$ cat config.mk
export PLATFORM = sky130hd
export DESIGN_NAME = lpsp_port
export DESIGN_NICKNAME = d
export VERILOG_FILES = /design/src/lpsp_pkg.sv /design/src/lpsp_port.sv
export SDC_FILE = /design/constraint.sdc
export NUM_CORES = 1
export LEC_CHECK = 0
export ABC_AREA = 1
export BUFFER_PORTS_ARGS = -buffer_cell sky130_fd_sc_hd__buf_4
export CAP_MARGIN = 20
export CELL_PAD_IN_SITES_DETAIL_PLACEMENT = 1
export CELL_PAD_IN_SITES_GLOBAL_PLACEMENT = 1
export CORE_MARGIN = 3
export CORE_UTILIZATION = 32
export DETAILED_ROUTE_END_ITERATION = 8
export PLACE_DENSITY = 0.73
export SYNTH_ARGS = -nofsm -noshare
export SYNTH_HDL_FRONTEND = slang
export SYNTH_SLANG_ARGS = --single-unit
$ cat constraint.sdc
create_clock -name clk_i -period 6.6 [get_ports clk_i]
set_input_delay 1.32 -clock clk_i [delete_from_list [all_inputs] [get_ports clk_i]]
set_output_delay 1.32 -clock clk_i [all_outputs]
set_load 0.01 [all_outputs]
$ cat src/lpsp_pkg.sv
// Constants, register map and carrier types of the low-power asynchronous serial port.
//
// Functional notes
// Load shifter only after previous character finishes.
// At stop bit, move shifter to receive data.
// Wait gap times baud period before next start.
// Enable low aborts, resets flags, keeps configuration.
// Transmit-complete flag set at stop bit.
// Software writes data only after transmit-complete reads one.
// Bus clock no slower than kernel clock.
// Sampling modes: 16x, 8x and single sample.
// Sample rate is clock over divisor plus one.
// Compensated bit gains or loses one clock; the code loses none when the divisor is zero.
// Nine selects: data bits and parity only.
// Start, 5-8 data, parity option, 1-2 stops.
// LSB first, parity after last data bit.
// Idle high, falling edge starts, back-to-back allowed.
// One shared frame setting for both directions.
// Receiver flags framing, overrun and parity errors.
// Receive timeout threshold is 24 bits wide.
// Serves 9600 bit/s from a 32.768 kHz clock.
// 16x majority of samples 8-10; bad stop flags.
// Even parity XOR of data, odd inverted.
// Timeout counts baud periods from start or enable.
// Receiver uses first stop bit only.
// Timeout reaching threshold sets a status flag.
// Received byte equal to match value sets flag.
package lpsp_pkg;

  // ==========================================================================
  // Register byte addresses.
  localparam logic [31:0] LPSP_CONTROL_ONE_ADDR      = 32'h40005C00;
  localparam logic [31:0] LPSP_CONTROL_TWO_ADDR      = 32'h40005C04;
  localparam logic [31:0] LPSP_COMP_ADDR             = 32'h40005C08;
  localparam logic [31:0] LPSP_STATUS_ADDR           = 32'h40005C0C;
  localparam logic [31:0] LPSP_RX_DATA_ADDR          = 32'h40005C10;
  localparam logic [31:0] LPSP_TX_DATA_ADDR          = 32'h40005C14;
  localparam logic [31:0] LPSP_RX_TIMEOUT_VALUE_ADDR = 32'h40005C18;
  localparam logic [31:0] LPSP_TX_GAP_VALUE_ADDR     = 32'h40005C1C;
  localparam logic [31:0] LPSP_CHAR_MATCH_VALUE_ADDR = 32'h40005C2C;

  // ==========================================================================
  // Field positions and codes.
  localparam int          LPSP_MODE_LSB   = 16;
  localparam int          LPSP_SIGN_BIT   = 9;
  localparam logic [1:0]  LPSP_MODE_OS16  = 2'h0;
  localparam logic [1:0]  LPSP_MODE_OS8   = 2'h1;
  localparam logic [1:0]  LPSP_MODE_OS1   = 2'h2;
  localparam logic [3:0]  LPSP_OS16_FIRST = 4'h7;
  localparam logic [3:0]  LPSP_OS8_FIRST  = 4'h3;
  localparam logic [3:0]  LPSP_OS16_LAST  = 4'hF;
  localparam logic [3:0]  LPSP_OS8_LAST   = 4'h7;
  localparam logic [15:0] LPSP_DIV_RESET  = 16'h0000;

  // ==========================================================================
  // Carrier types.
  typedef struct packed {
    logic [22:0] rsvd;
    logic        rx_timeout_enable;
    logic        stop_count_sel;
    logic        parity_odd;
    logic        parity_enable;
    logic [1:0]  data_length_sel;
    logic        rx_en;
    logic        tx_en;
    logic        enable;
  } lpsp_ctrl1_t;

  typedef struct packed {
    logic char_match;
    logic rx_timeout;
    logic overrun;
    logic parity_err;
    logic framing_error_flag;
    logic rx_ready;
    logic tx_empty;
    logic tx_complete_flag;
  } lpsp_flags_t;

  localparam lpsp_flags_t LPSP_FLAGS_RESET = 8'h03;

  typedef enum logic [2:0] {TX_IDLE, TX_START, TX_DATA, TX_PARITY, TX_STOP, TX_GAP} lpsp_tx_t;
  typedef enum logic [2:0] {RX_IDLE, RX_START, RX_DATA, RX_PARITY, RX_STOP} lpsp_rx_t;

endpackage : lpsp_pkg

$ cat src/lpsp_port.sv
// Low-power asynchronous serial port: register slave, baud generator, transmitter, receiver.
//
// The implementer's own choice: the plain strobed port.
`timescale 1ns/100ps
`default_nettype none
module lpsp_port
  import lpsp_pkg::*;
(
  // Clock and reset.
  input  wire logic        clk_i,
  input  wire logic        rst_i,
  // Register port.
  input  wire logic [31:0] addr_i,
  input  wire logic [31:0] wr_data_i,
  input  wire logic        wr_stb_i,
  input  wire logic        rd_stb_i,
  output logic      [31:0] rd_data_o,
  // Serial line.
  input  wire logic        serial_in_pin_i,
  output logic             serial_out_pin_o
);

  // ==========================================================================
  // Register file.
  lpsp_ctrl1_t ctrl_q;
  lpsp_flags_t flags_q;
  lpsp_flags_t flags_d;
  logic [15:0] div_q;
  logic [1:0]  mode_q;
  logic [8:0]  comp_select_bits_q;
  logic        comp_sign_q;
  logic [7:0]  char_match_byte_q;
  logic [23:0] rx_timeout_threshold_q;
  logic [7:0]  tx_gap_count_q;
  logic [7:0]  txd_q;
  logic        tx_pend_q;
  logic [7:0]  rxd_q;
  logic [31:0] rdata_q;

  // Address decode.
  wire wr_c1  = wr_stb_i && addr_i == LPSP_CONTROL_ONE_ADDR;
  wire wr_c2  = wr_stb_i && addr_i == LPSP_CONTROL_TWO_ADDR;
  wire wr_cmp = wr_stb_i && addr_i == LPSP_COMP_ADDR;
  wire wr_st  = wr_stb_i && addr_i == LPSP_STATUS_ADDR;
  wire wr_txd = wr_stb_i && addr_i == LPSP_TX_DATA_ADDR;
  wire wr_rto = wr_stb_i && addr_i == LPSP_RX_TIMEOUT_VALUE_ADDR;
  wire wr_gap = wr_stb_i && addr_i == LPSP_TX_GAP_VALUE_ADDR;
  wire wr_mat = wr_stb_i && addr_i == LPSP_CHAR_MATCH_VALUE_ADDR;
  wire rd_rxd = rd_stb_i && addr_i == LPSP_RX_DATA_ADDR;
  wire en     = ctrl_q.enable;

  // Read selection; unmapped addresses read as zero.
  logic [31:0] rd_mux;
  assign rd_mux =
    (addr_i == LPSP_CONTROL_ONE_ADDR)      ? 32'(ctrl_q) :
    (addr_i == LPSP_CONTROL_TWO_ADDR)      ? {14'h0000, mode_q, div_q} :
    (addr_i == LPSP_COMP_ADDR)             ? {22'h000000, comp_sign_q, comp_select_bits_q} :
    (addr_i == LPSP_STATUS_ADDR)           ? {24'h000000, flags_q} :
    (addr_i == LPSP_RX_DATA_ADDR)          ? {24'h000000, rxd_q} :
    (addr_i == LPSP_TX_DATA_ADDR)          ? {24'h000000, txd_q} :
    (addr_i == LPSP_RX_TIMEOUT_VALUE_ADDR) ? {8'h00, rx_timeout_threshold_q} :
    (addr_i == LPSP_TX_GAP_VALUE_ADDR)     ? {24'h000000, tx_gap_count_q} :
    (addr_i == LPSP_CHAR_MATCH_VALUE_ADDR) ? {24'h000000, char_match_byte_q} :
    32'h00000000;

  // Configuration registers; they survive the enable bit going low.
  always_ff @(posedge clk_i) begin
    if (rst_i) begin
      ctrl_q                 <= '0;
      div_q                  <= LPSP_DIV_RESET;
      mode_q                 <= LPSP_MODE_OS16;
      comp_select_bits_q     <= 9'h000;
      comp_sign_q            <= 1'b0;
      char_match_byte_q      <= 8'h00;
      rx_timeout_threshold_q <= 24'h000000;
      tx_gap_count_q         <= 8'h00;
      txd_q                  <= 8'h00;
      rdata_q                <= 32'h00000000;
    end else begin
      if (wr_c1)  ctrl_q <= {23'h000000, wr_data_i[8:0]};
      if (wr_c2)  {mode_q, div_q} <= wr_data_i[LPSP_MODE_LSB+1:0];
      if (wr_cmp) {comp_sign_q, comp_select_bits_q} <= wr_data_i[LPSP_SIGN_BIT:0];
      if (wr_mat) char_match_byte_q <= wr_data_i[7:0];
      // 24-bit threshold.
      if (wr_rto) rx_timeout_threshold_q <= wr_data_i[23:0];
      if (wr_gap) tx_gap_count_q <= wr_data_i[7:0];
      if (wr_txd) txd_q <= wr_data_i[7:0];
      rdata_q <= rd_stb_i ? rd_mux : 32'h00000000;
    end
  end

  assign rd_data_o = rdata_q;

  // ==========================================================================
  // Baud generator: one prescaler per direction, channel 0 transmit, 1 receive.
  logic [3:0] first_smp;
  logic [3:0] last_smp;
  logic [1:0] restart;
  logic [1:0] comp_on;
  logic [1:0] smp_tick;
  logic [1:0] bit_end;
  logic [15:0] pre_q [2];
  logic [3:0]  smp_q [2];

  // Samples per bit by mode; single sample suits slow clocks; code 3 acts as 16x.
  assign last_smp  = (mode_q == LPSP_MODE_OS8) ? LPSP_OS8_LAST :
                     (mode_q == LPSP_MODE_OS1) ? 4'h0 : LPSP_OS16_LAST;
  assign first_smp = (mode_q == LPSP_MODE_OS8) ? LPSP_OS8_FIRST :
                     (mode_q == LPSP_MODE_OS1) ? 4'h0 : LPSP_OS16_FIRST;

  genvar g;
  for (g = 0; g < 2; g++) begin : g_baud
    wire        at_last = smp_q[g] == last_smp;
    wire [16:0] base    = {1'b0, div_q};
    // Last sample of a compensated bit gains one clock, or loses one unless the divisor is zero.
    wire [16:0] limit   = !(at_last && comp_on[g]) ? base :
                          !comp_sign_q ? base + 17'h00001 :
                          (div_q != 16'h0000) ? base - 17'h00001 : base;
    // A sample lasts divisor plus one clocks.
    assign smp_tick[g] = {1'b0, pre_q[g]} == limit;
    assign bit_end[g]  = smp_tick[g] && at_last;
    always_ff @(posedge clk_i) begin
      if (rst_i || restart[g]) begin
        pre_q[g] <= 16'h0000;
        smp_q[g] <= 4'h0;
      end else if (smp_tick[g]) begin
        pre_q[g] <= 16'h0000;
        smp_q[g] <= at_last ? 4'h0 : smp_q[g] + 4'h1;
      end else begin
        pre_q[g] <= pre_q[g] + 16'h0001;
      end
    end
  end

  // Frame shape shared by both directions.
  wire [2:0] last_bit = {1'b1, ctrl_q.data_length_sel};  // Index of the last data bit, 4 to 7.
  wire [7:0] dmask    = 8'hFF >> (2'h3 - ctrl_q.data_length_sel);

  // ==========================================================================
  // Transmitter.
  lpsp_tx_t   tx_q;
  logic [7:0] tx_sh_q;
  logic [2:0] tx_cnt_q;
  logic [7:0] tx_gcnt_q;
  logic       tx_stop2_q;
  logic       tx_out_q;
  logic       tx_par_q;
  logic       txc_set;
  logic       tx_load;
  wire        tx_tick = bit_end[0];

  assign restart[0] = !en;
  // Only data and parity bits take compensation.
  assign comp_on[0] = (tx_q == TX_DATA && comp_select_bits_q[tx_cnt_q]) ||
                      (tx_q == TX_PARITY && comp_select_bits_q[8]);
  wire tx_ready = tx_pend_q && ctrl_q.tx_en;
  // A held character moves to the shifter only from idle, end of stop or gap.
  assign tx_load = en && tx_tick && tx_ready && (tx_q == TX_IDLE ||
                   (tx_q == TX_GAP && tx_gcnt_q >= tx_gap_count_q) ||
                   (tx_q == TX_STOP && (tx_stop2_q || !ctrl_q.stop_count_sel) &&
                    tx_gap_count_q == 8'h00));
  // Flag rises as the stop bit begins.
  assign txc_set = tx_tick && (tx_q == TX_PARITY ||
                   (tx_q == TX_DATA && tx_cnt_q == last_bit && !ctrl_q.parity_enable));

  // Bit sequencer of the transmitter, stepping on the baud period.
  always_ff @(posedge clk_i) begin
    if (rst_i || !en) begin
      tx_q       <= TX_IDLE;
      tx_sh_q    <= 8'h00;
      tx_cnt_q   <= 3'h0;
      tx_gcnt_q  <= 8'h00;
      tx_stop2_q <= 1'b0;
      tx_out_q   <= 1'b1;
      tx_par_q   <= 1'b0;
    end else if (tx_load) begin
      // Start bit drives the line low.
      tx_q     <= TX_START;
      tx_sh_q  <= txd_q & dmask;
      // Parity over the data bits, inverted for odd.
      tx_par_q <= ^(txd_q & dmask) ^ ctrl_q.parity_odd;
      tx_out_q <= 1'b0;
    end else if (tx_tick) begin
      unique case (tx_q)
        TX_IDLE: tx_out_q <= 1'b1;
        TX_START: begin
          // Least significant bit first.
          tx_q     <= TX_DATA;
          tx_cnt_q <= 3'h0;
          tx_out_q <= tx_sh_q[0];
        end
        TX_DATA: begin
          if (tx_cnt_q == last_bit) begin
            tx_q       <= ctrl_q.parity_enable ? TX_PARITY : TX_STOP;
            tx_out_q   <= ctrl_q.parity_enable ? tx_par_q : 1'b1;
            tx_stop2_q <= 1'b0;
          end else begin
            tx_cnt_q <= tx_cnt_q + 3'h1;
            tx_out_q <= tx_sh_q[1];
            tx_sh_q  <= tx_sh_q >> 1;
          end
        end
        TX_PARITY: begin
          tx_q       <= TX_STOP;
          tx_out_q   <= 1'b1;
          tx_stop2_q <= 1'b0;
        end
        TX_STOP: begin
          // One or two stop bits.
          if (ctrl_q.stop_count_sel && !tx_stop2_q) begin
            tx_stop2_q <= 1'b1;
          end else begin
            // Gap of whole baud periods before the next start.
            tx_q      <= (tx_gap_count_q != 8'h00) ? TX_GAP : TX_IDLE;
            tx_gcnt_q <= 8'h01;
          end
        end
        TX_GAP: begin
          if (tx_gcnt_q >= tx_gap_count_q) begin
            tx_q <= TX_IDLE;
          end else begin
            tx_gcnt_q <= tx_gcnt_q + 8'h01;
          end
        end
      endcase
    end
  end

  // Holding register state: filled by software, emptied by a load.
  always_ff @(posedge clk_i) begin
    if (rst_i || !en) begin
      tx_pend_q <= 1'b0;
    end else begin
      tx_pend_q <= wr_txd || (tx_pend_q && !tx_load);
    end
  end

  assign serial_out_pin_o = tx_out_q;

  // ==========================================================================
  // Receiver.
  lpsp_rx_t   rx_q;
  logic [7:0] rx_sh_q;
  logic [2:0] rx_cnt_q;
  logic [2:0] maj_q;
  logic       rx_par_q;
  logic       rx_prev_q;
  wire        rx_tick = bit_end[1];
  wire        fall    = rx_prev_q && !serial_in_pin_i;
  wire        rx_go   = en && ctrl_q.rx_en && rx_q == RX_IDLE && fall;

  assign restart[1] = !en || rx_go;
  assign comp_on[1] = (rx_q == RX_DATA && comp_select_bits_q[rx_cnt_q]) ||
                      (rx_q == RX_PARITY && comp_select_bits_q[8]);

  // Three centre samples vote; in single-sample mode one mid-bit sample fills all.
  wire [2:0] maj_now = {smp_q[1] == first_smp + 4'h2 ? serial_in_pin_i : maj_q[2],
                        smp_q[1] == first_smp + 4'h1 ? serial_in_pin_i : maj_q[1],
                        smp_q[1] == first_smp ? serial_in_pin_i : maj_q[0]};
  wire [2:0] maj_d   = (mode_q == LPSP_MODE_OS1) ? {3{serial_in_pin_i}} : maj_now;
  wire       cap     = (mode_q == LPSP_MODE_OS1) ? pre_q[1] == (div_q >> 1) : smp_tick[1];
  wire       vote    = (maj_q[0] & maj_q[1]) | (maj_q[0] & maj_q[2]) | (maj_q[1] & maj_q[2]);
  wire       rx_done = rx_tick && rx_q == RX_STOP;
  wire [7:0] rx_char = rx_sh_q >> (2'h3 - ctrl_q.data_length_sel);

  // Sample capture and line history for start detection.
  always_ff @(posedge clk_i) begin
    if (rst_i) begin
      maj_q     <= 3'h7;
      rx_prev_q <= 1'b1;
    end else begin
      rx_prev_q <= serial_in_pin_i;
      if (cap) maj_q <= maj_d;
    end
  end

  // Bit sequencer of the receiver.
  always_ff @(posedge clk_i) begin
    if (rst_i || !en) begin
      rx_q     <= RX_IDLE;
      rx_sh_q  <= 8'h00;
      rx_cnt_q <= 3'h0;
      rx_par_q <= 1'b0;
    end else if (rx_go) begin
      rx_q <= RX_START;
    end else if (rx_tick) begin
      unique case (rx_q)
        RX_IDLE: rx_q <= RX_IDLE;
        RX_START: begin
          rx_q     <= vote ? RX_IDLE : RX_DATA;
          rx_cnt_q <= 3'h0;
        end
        RX_DATA: begin
          rx_sh_q  <= {vote, rx_sh_q[7:1]};
          rx_cnt_q <= rx_cnt_q + 3'h1;
          if (rx_cnt_q == last_bit) begin
            rx_q <= ctrl_q.parity_enable ? RX_PARITY : RX_STOP;
          end
        end
        RX_PARITY: begin
          rx_par_q <= vote;
          rx_q     <= RX_STOP;
        end
        // Only the first stop bit is looked at, then back to idle.
        RX_STOP: rx_q <= RX_IDLE;
      endcase
    end
  end

  // Completed character lands in the receive data register; overrun keeps the old one.
  always_ff @(posedge clk_i) begin
    if (rst_i) begin
      rxd_q <= 8'h00;
    end else if (rx_done && !flags_q.rx_ready) begin
      rxd_q <= rx_char;
    end
  end

  // ==========================================================================
  // Receive timeout counter in baud periods of the free-running transmit prescaler.
  logic [23:0] to_cnt_q;
  wire  [23:0] to_next  = to_cnt_q + 24'h000001;
  wire         rto_rise = wr_c1 && wr_data_i[8] && !ctrl_q.rx_timeout_enable;
  // Flag when the count reaches the threshold.
  wire         to_set   = en && ctrl_q.rx_timeout_enable && tx_tick &&
                          rx_timeout_threshold_q != 24'h000000 &&
                          to_next == rx_timeout_threshold_q;

  // Restart on each start bit and when the timeout is switched on.
  always_ff @(posedge clk_i) begin
    if (rst_i || !en || rx_go || rto_rise) begin
      to_cnt_q <= 24'h000000;
    end else if (ctrl_q.rx_timeout_enable && tx_tick &&
                 to_cnt_q != rx_timeout_threshold_q) begin
      to_cnt_q <= to_next;
    end
  end

  // ==========================================================================
  // Status flags other than tx_empty: set wins over clear; clear by writing one, or by the data access.
  lpsp_flags_t fset;
  lpsp_flags_t fclr;
  // Receive error detection.
  assign fset = {rx_done && rx_char == char_match_byte_q,       // match
                 to_set,
                 rx_done && flags_q.rx_ready,
                 rx_done && ctrl_q.parity_enable &&
                   (rx_par_q != (^(rx_char & dmask) ^ ctrl_q.parity_odd)),
                 rx_done && !vote,
                 rx_done,
                 1'b0,
                 txc_set};
  assign fclr = (wr_st ? lpsp_flags_t'(wr_data_i[7:0]) : 8'h00) |
                {2'b00, 3'b000, rd_rxd, 1'b0, wr_txd};
  assign flags_d = {(flags_q[7:2] & ~fclr[7:2]) | fset[7:2], !tx_pend_q,
                    (flags_q.tx_complete_flag & ~fclr[0]) | fset[0]};

  // Enable low returns every flag to its reset value.
  always_ff @(posedge clk_i) begin
    if (rst_i || !en) begin
      flags_q <= LPSP_FLAGS_RESET;
    end else begin
      flags_q <= flags_d;
    end
  end
endmodule : lpsp_port
`default_nettype wire

==> impl_metrics.ini <==
[critical_path]
timing_worst_setup_path_type = flop to flop
cp.required_ns = 7.05
crit_top_cell = nand2_1
crit_fanout = 25
end_kind = flop
critPathArrivalTime_ns = 5.38
cp-start-kind = flop
cp_slowest_cell = dfxtp_1
crit_chain = inv_1 -> o21ai_0 -> nand2_1 -> nand2_1 -> nand2_1 -> inv_1 -> nand2_1 -> nand3_1 -> nand2_1 -> nor2_1 -> nand3_1 -> nor2_4 -> nand3_2 -> inv_6 -> nand3_2 -> nand2_1 -> nand2_1 -> o21ai_0 -> nor2_1
max_stage_delay_ns = 0.95

[cells_and_area]
area_growth_pct = 14.5
nets = 2370
fillCellCount = 5885
antennaDiodeCount = 0
layout-drive-gt1-share_pct = 9.56
post-route-util_pct = 37.3

[route]
via_count = 15200
postRouteAntennaNets = 0
drtPass1Iterations = 5
post-route-drc-count = 0
wirelength_um = 54000
viasPerCell = 5.22
wl_per_cell_um = 18.6
drt_iter0_markers = 833

[synthesis]
ys_warn_count = 0
netlist_instances = 2206
ys_seq_elements = 234
yosysSeqAreaShare_pct = 34.2
syn_avg_cell_area_sq_um = 6.75
synth_top_area_share_pct = 26.1
async_flop_share_pct = 0
synth_area_sq_um = 14900
synth_flop_cell = dfxtp_1
synth_area_leaders = dfxtp_1 (26%), nand2_1 (12%), edfxtp_1 (8.1%)
synth_area_leader_cell = dfxtp_1
synth_edf_count = 40
synth.distinct_cells = 59
synth_common_cells = nand2_1 (487), nor2_1 (294), inv_1 (237), dfxtp_1 (194)
synthMostInstantiatedCell = nand2_1

[sta]
slew_viol_final = 0
min_period_ns = 4.93
max_slew.worst_pin.slew_ns = 1.04
setup-violations-final = 0
relSlewSlack_pct = 30.4
period_share_pct = 74.7
skew_ns = 0.0387
fmax_mhz = 203
fin_setup_tns_ns = 0
rsz0062_at_grt = false
hold_viol = 0

[floorplanning]
initial_core_util_pct = 32.6
die_y_um = 222
core_sq_um = 45700
pin_count = 102
die_x_um = 222
dieArea_sq_um = 49100
rows = 78

[pwr]
p_int_mw = 2.59
powerDensity_nw_per_um2 = 196
pwr-share-clk_pct = 53.1
pwr-share-seq_pct = 44.0
power_frac_comb_pct = 3.0
ir_drop_uv = 201
p_sw_share_pct = 22.5
leakagePower_nw = 7.01
switchingPower_uw = 751

[run]
max_cap_viol_count = 0

[global_routing]
grtUsageTotal_pct = 21.3
grt_pass1_vias = 15700
overflow = 0
antenna_found_initial = 0
grt_pass1_wl_um = 86100
grt_max_degree = 83

[placement]
routabilityCongestion = 0.946
post-dp-hpwl_um = 41200
io_buffer_count = 85

[run_status]
outcome = finished, final reports clean

[cts]
cts_tree = done
clockBufferDepth = 3
clock_latency_ns = 0.59
cts_buffers = 30
cts_resized = 0
postCtsHoldBufs = 0
cts.clk_slew.worst_paths_ns = 0.06
htreeDepth = 1
cts.sinks = 234
post_cts_buffers = 0
cts-root-buf = clkbuf_16

[worst_hold_path]
hp-class = flop to flop
[final timing paths]
check	end	slack (ns)	startpoint	cells past startpoint
worst max register to register	tx_cnt_q[1]	1.67	comp_sign_q	19
worst min register to register	flags_q[1]	0.44	tx_pend_q	1
worst max-delay path	tx_cnt_q[1]	1.67	comp_sign_q	19
worst min-delay path	flags_q[1]	0.44	tx_pend_q	1
[power groups by stage]
stage,logic [mW],clock network (mW),registers [mW]
floorplan,0.0510,0,1.49
global placement,0.0967,0,1.50
detailed placement,0.0979,0,1.50
CTS,0.0984,1.80,1.47
global route,0.109,1.86,1.47
finish,0.0995,1.77,1.47
[registers in the layout (all words and copies together) (netlist names), 9 cells and up]
signal                  count
rd_data_o                  24
div_q                      16
comp_select_bits_q          9
to_cnt_q                   24
pre_q                      32
rx_timeout_threshold_q     24
[logic make-up (layout without fill, tap and decap cells)]
| group | count (synthesis) | after routing | share of synthesized area, % |
|---|---|---|---|
| compound gates | 398 | 398 | 15.2 |
| fa+ha+maj | 22 | 22 | 1.85 |
| simple gates | 1108 | 1108 | 33.0 |
| other cells | 2 | 40 | 0.0505 |
| xor+xnor | 101 | 101 | 5.94 |
| buf+inv | 341 | 399 | 9.85 |
| flops | 234 | 234 | 34.2 |
[critical path, delay by kind of cell (launching register included)]
kind | cells | cell delay (ns)
and+or+nand+nor | 14 | 2.26
DFF | 1 | 0.95
buffers and inverters | 3 | 0.93
AOI/OAI and AO/OA | 2 | 0.60
[final cells by class]
cell class	instances	area, sq um	share of cell area (%)
tap	600	751	4.41
clock inverter	15	156	0.918
timing repair buffer	91	687	4.03
clock buffer	40	923	5.42
multi-input combinational	1669	8480	49.8
sequential	234	5080	29.8
inverter	253	956	5.61
[layout by cell type, fill, tap and decap left out, types with 13 or more instances in the layout]
cell type	Yosys	routed
o22ai_1	27	27
nand3_1	144	144
o21ai_0	140	140
inv_1	237	237
o211ai_1	17	17
buf_4	15	90
nor3b_1	13	13
dfxtp_1	194	194
nor3_1	52	52
a211oi_1	16	16
edfxtp_1	40	40
nand4_1	34	34
nor2_1	294	293
clkbuf_16	0	34
xor2_1	78	78
a21oi_1	144	144
xnor2_1	23	23
conb_1	2	40
ha_1	22	22
nand2_1	487	487
nor4_1	24	24
inv_2	12	13
[per-stage QoR]
stage	instances	area [sq um]	setup slack [ns]	power, mW	hold slack, ns
after floorplan	2244	15000	3.15	1.54	0.387
after global placement	2845	15900	1.94	1.59	0.405
after detailed placement	2845	15900	1.70	1.60	0.417
after CTS	2900	17000	1.80	3.37	0.439
after global routing	2902	17000	1.39	3.44	0.463
final	2902	17000	1.67	3.34	0.440
[metal layers]
metal | vias up | GRT usage [%] | wire [um] | share of wire [%]
met1 | 7381 | 28.1 | 24800 | 46
met4 | 0 | 5.78 | 1290 | 2.4
li1 | 7390 | - | - | -
met3 | 85 | 2.73 | 2270 | 4.2
met2 | 302 | 36.7 | 25600 | 47
met5 | - | 0 | 0 | 0
(Power assumes the default switching activity.)
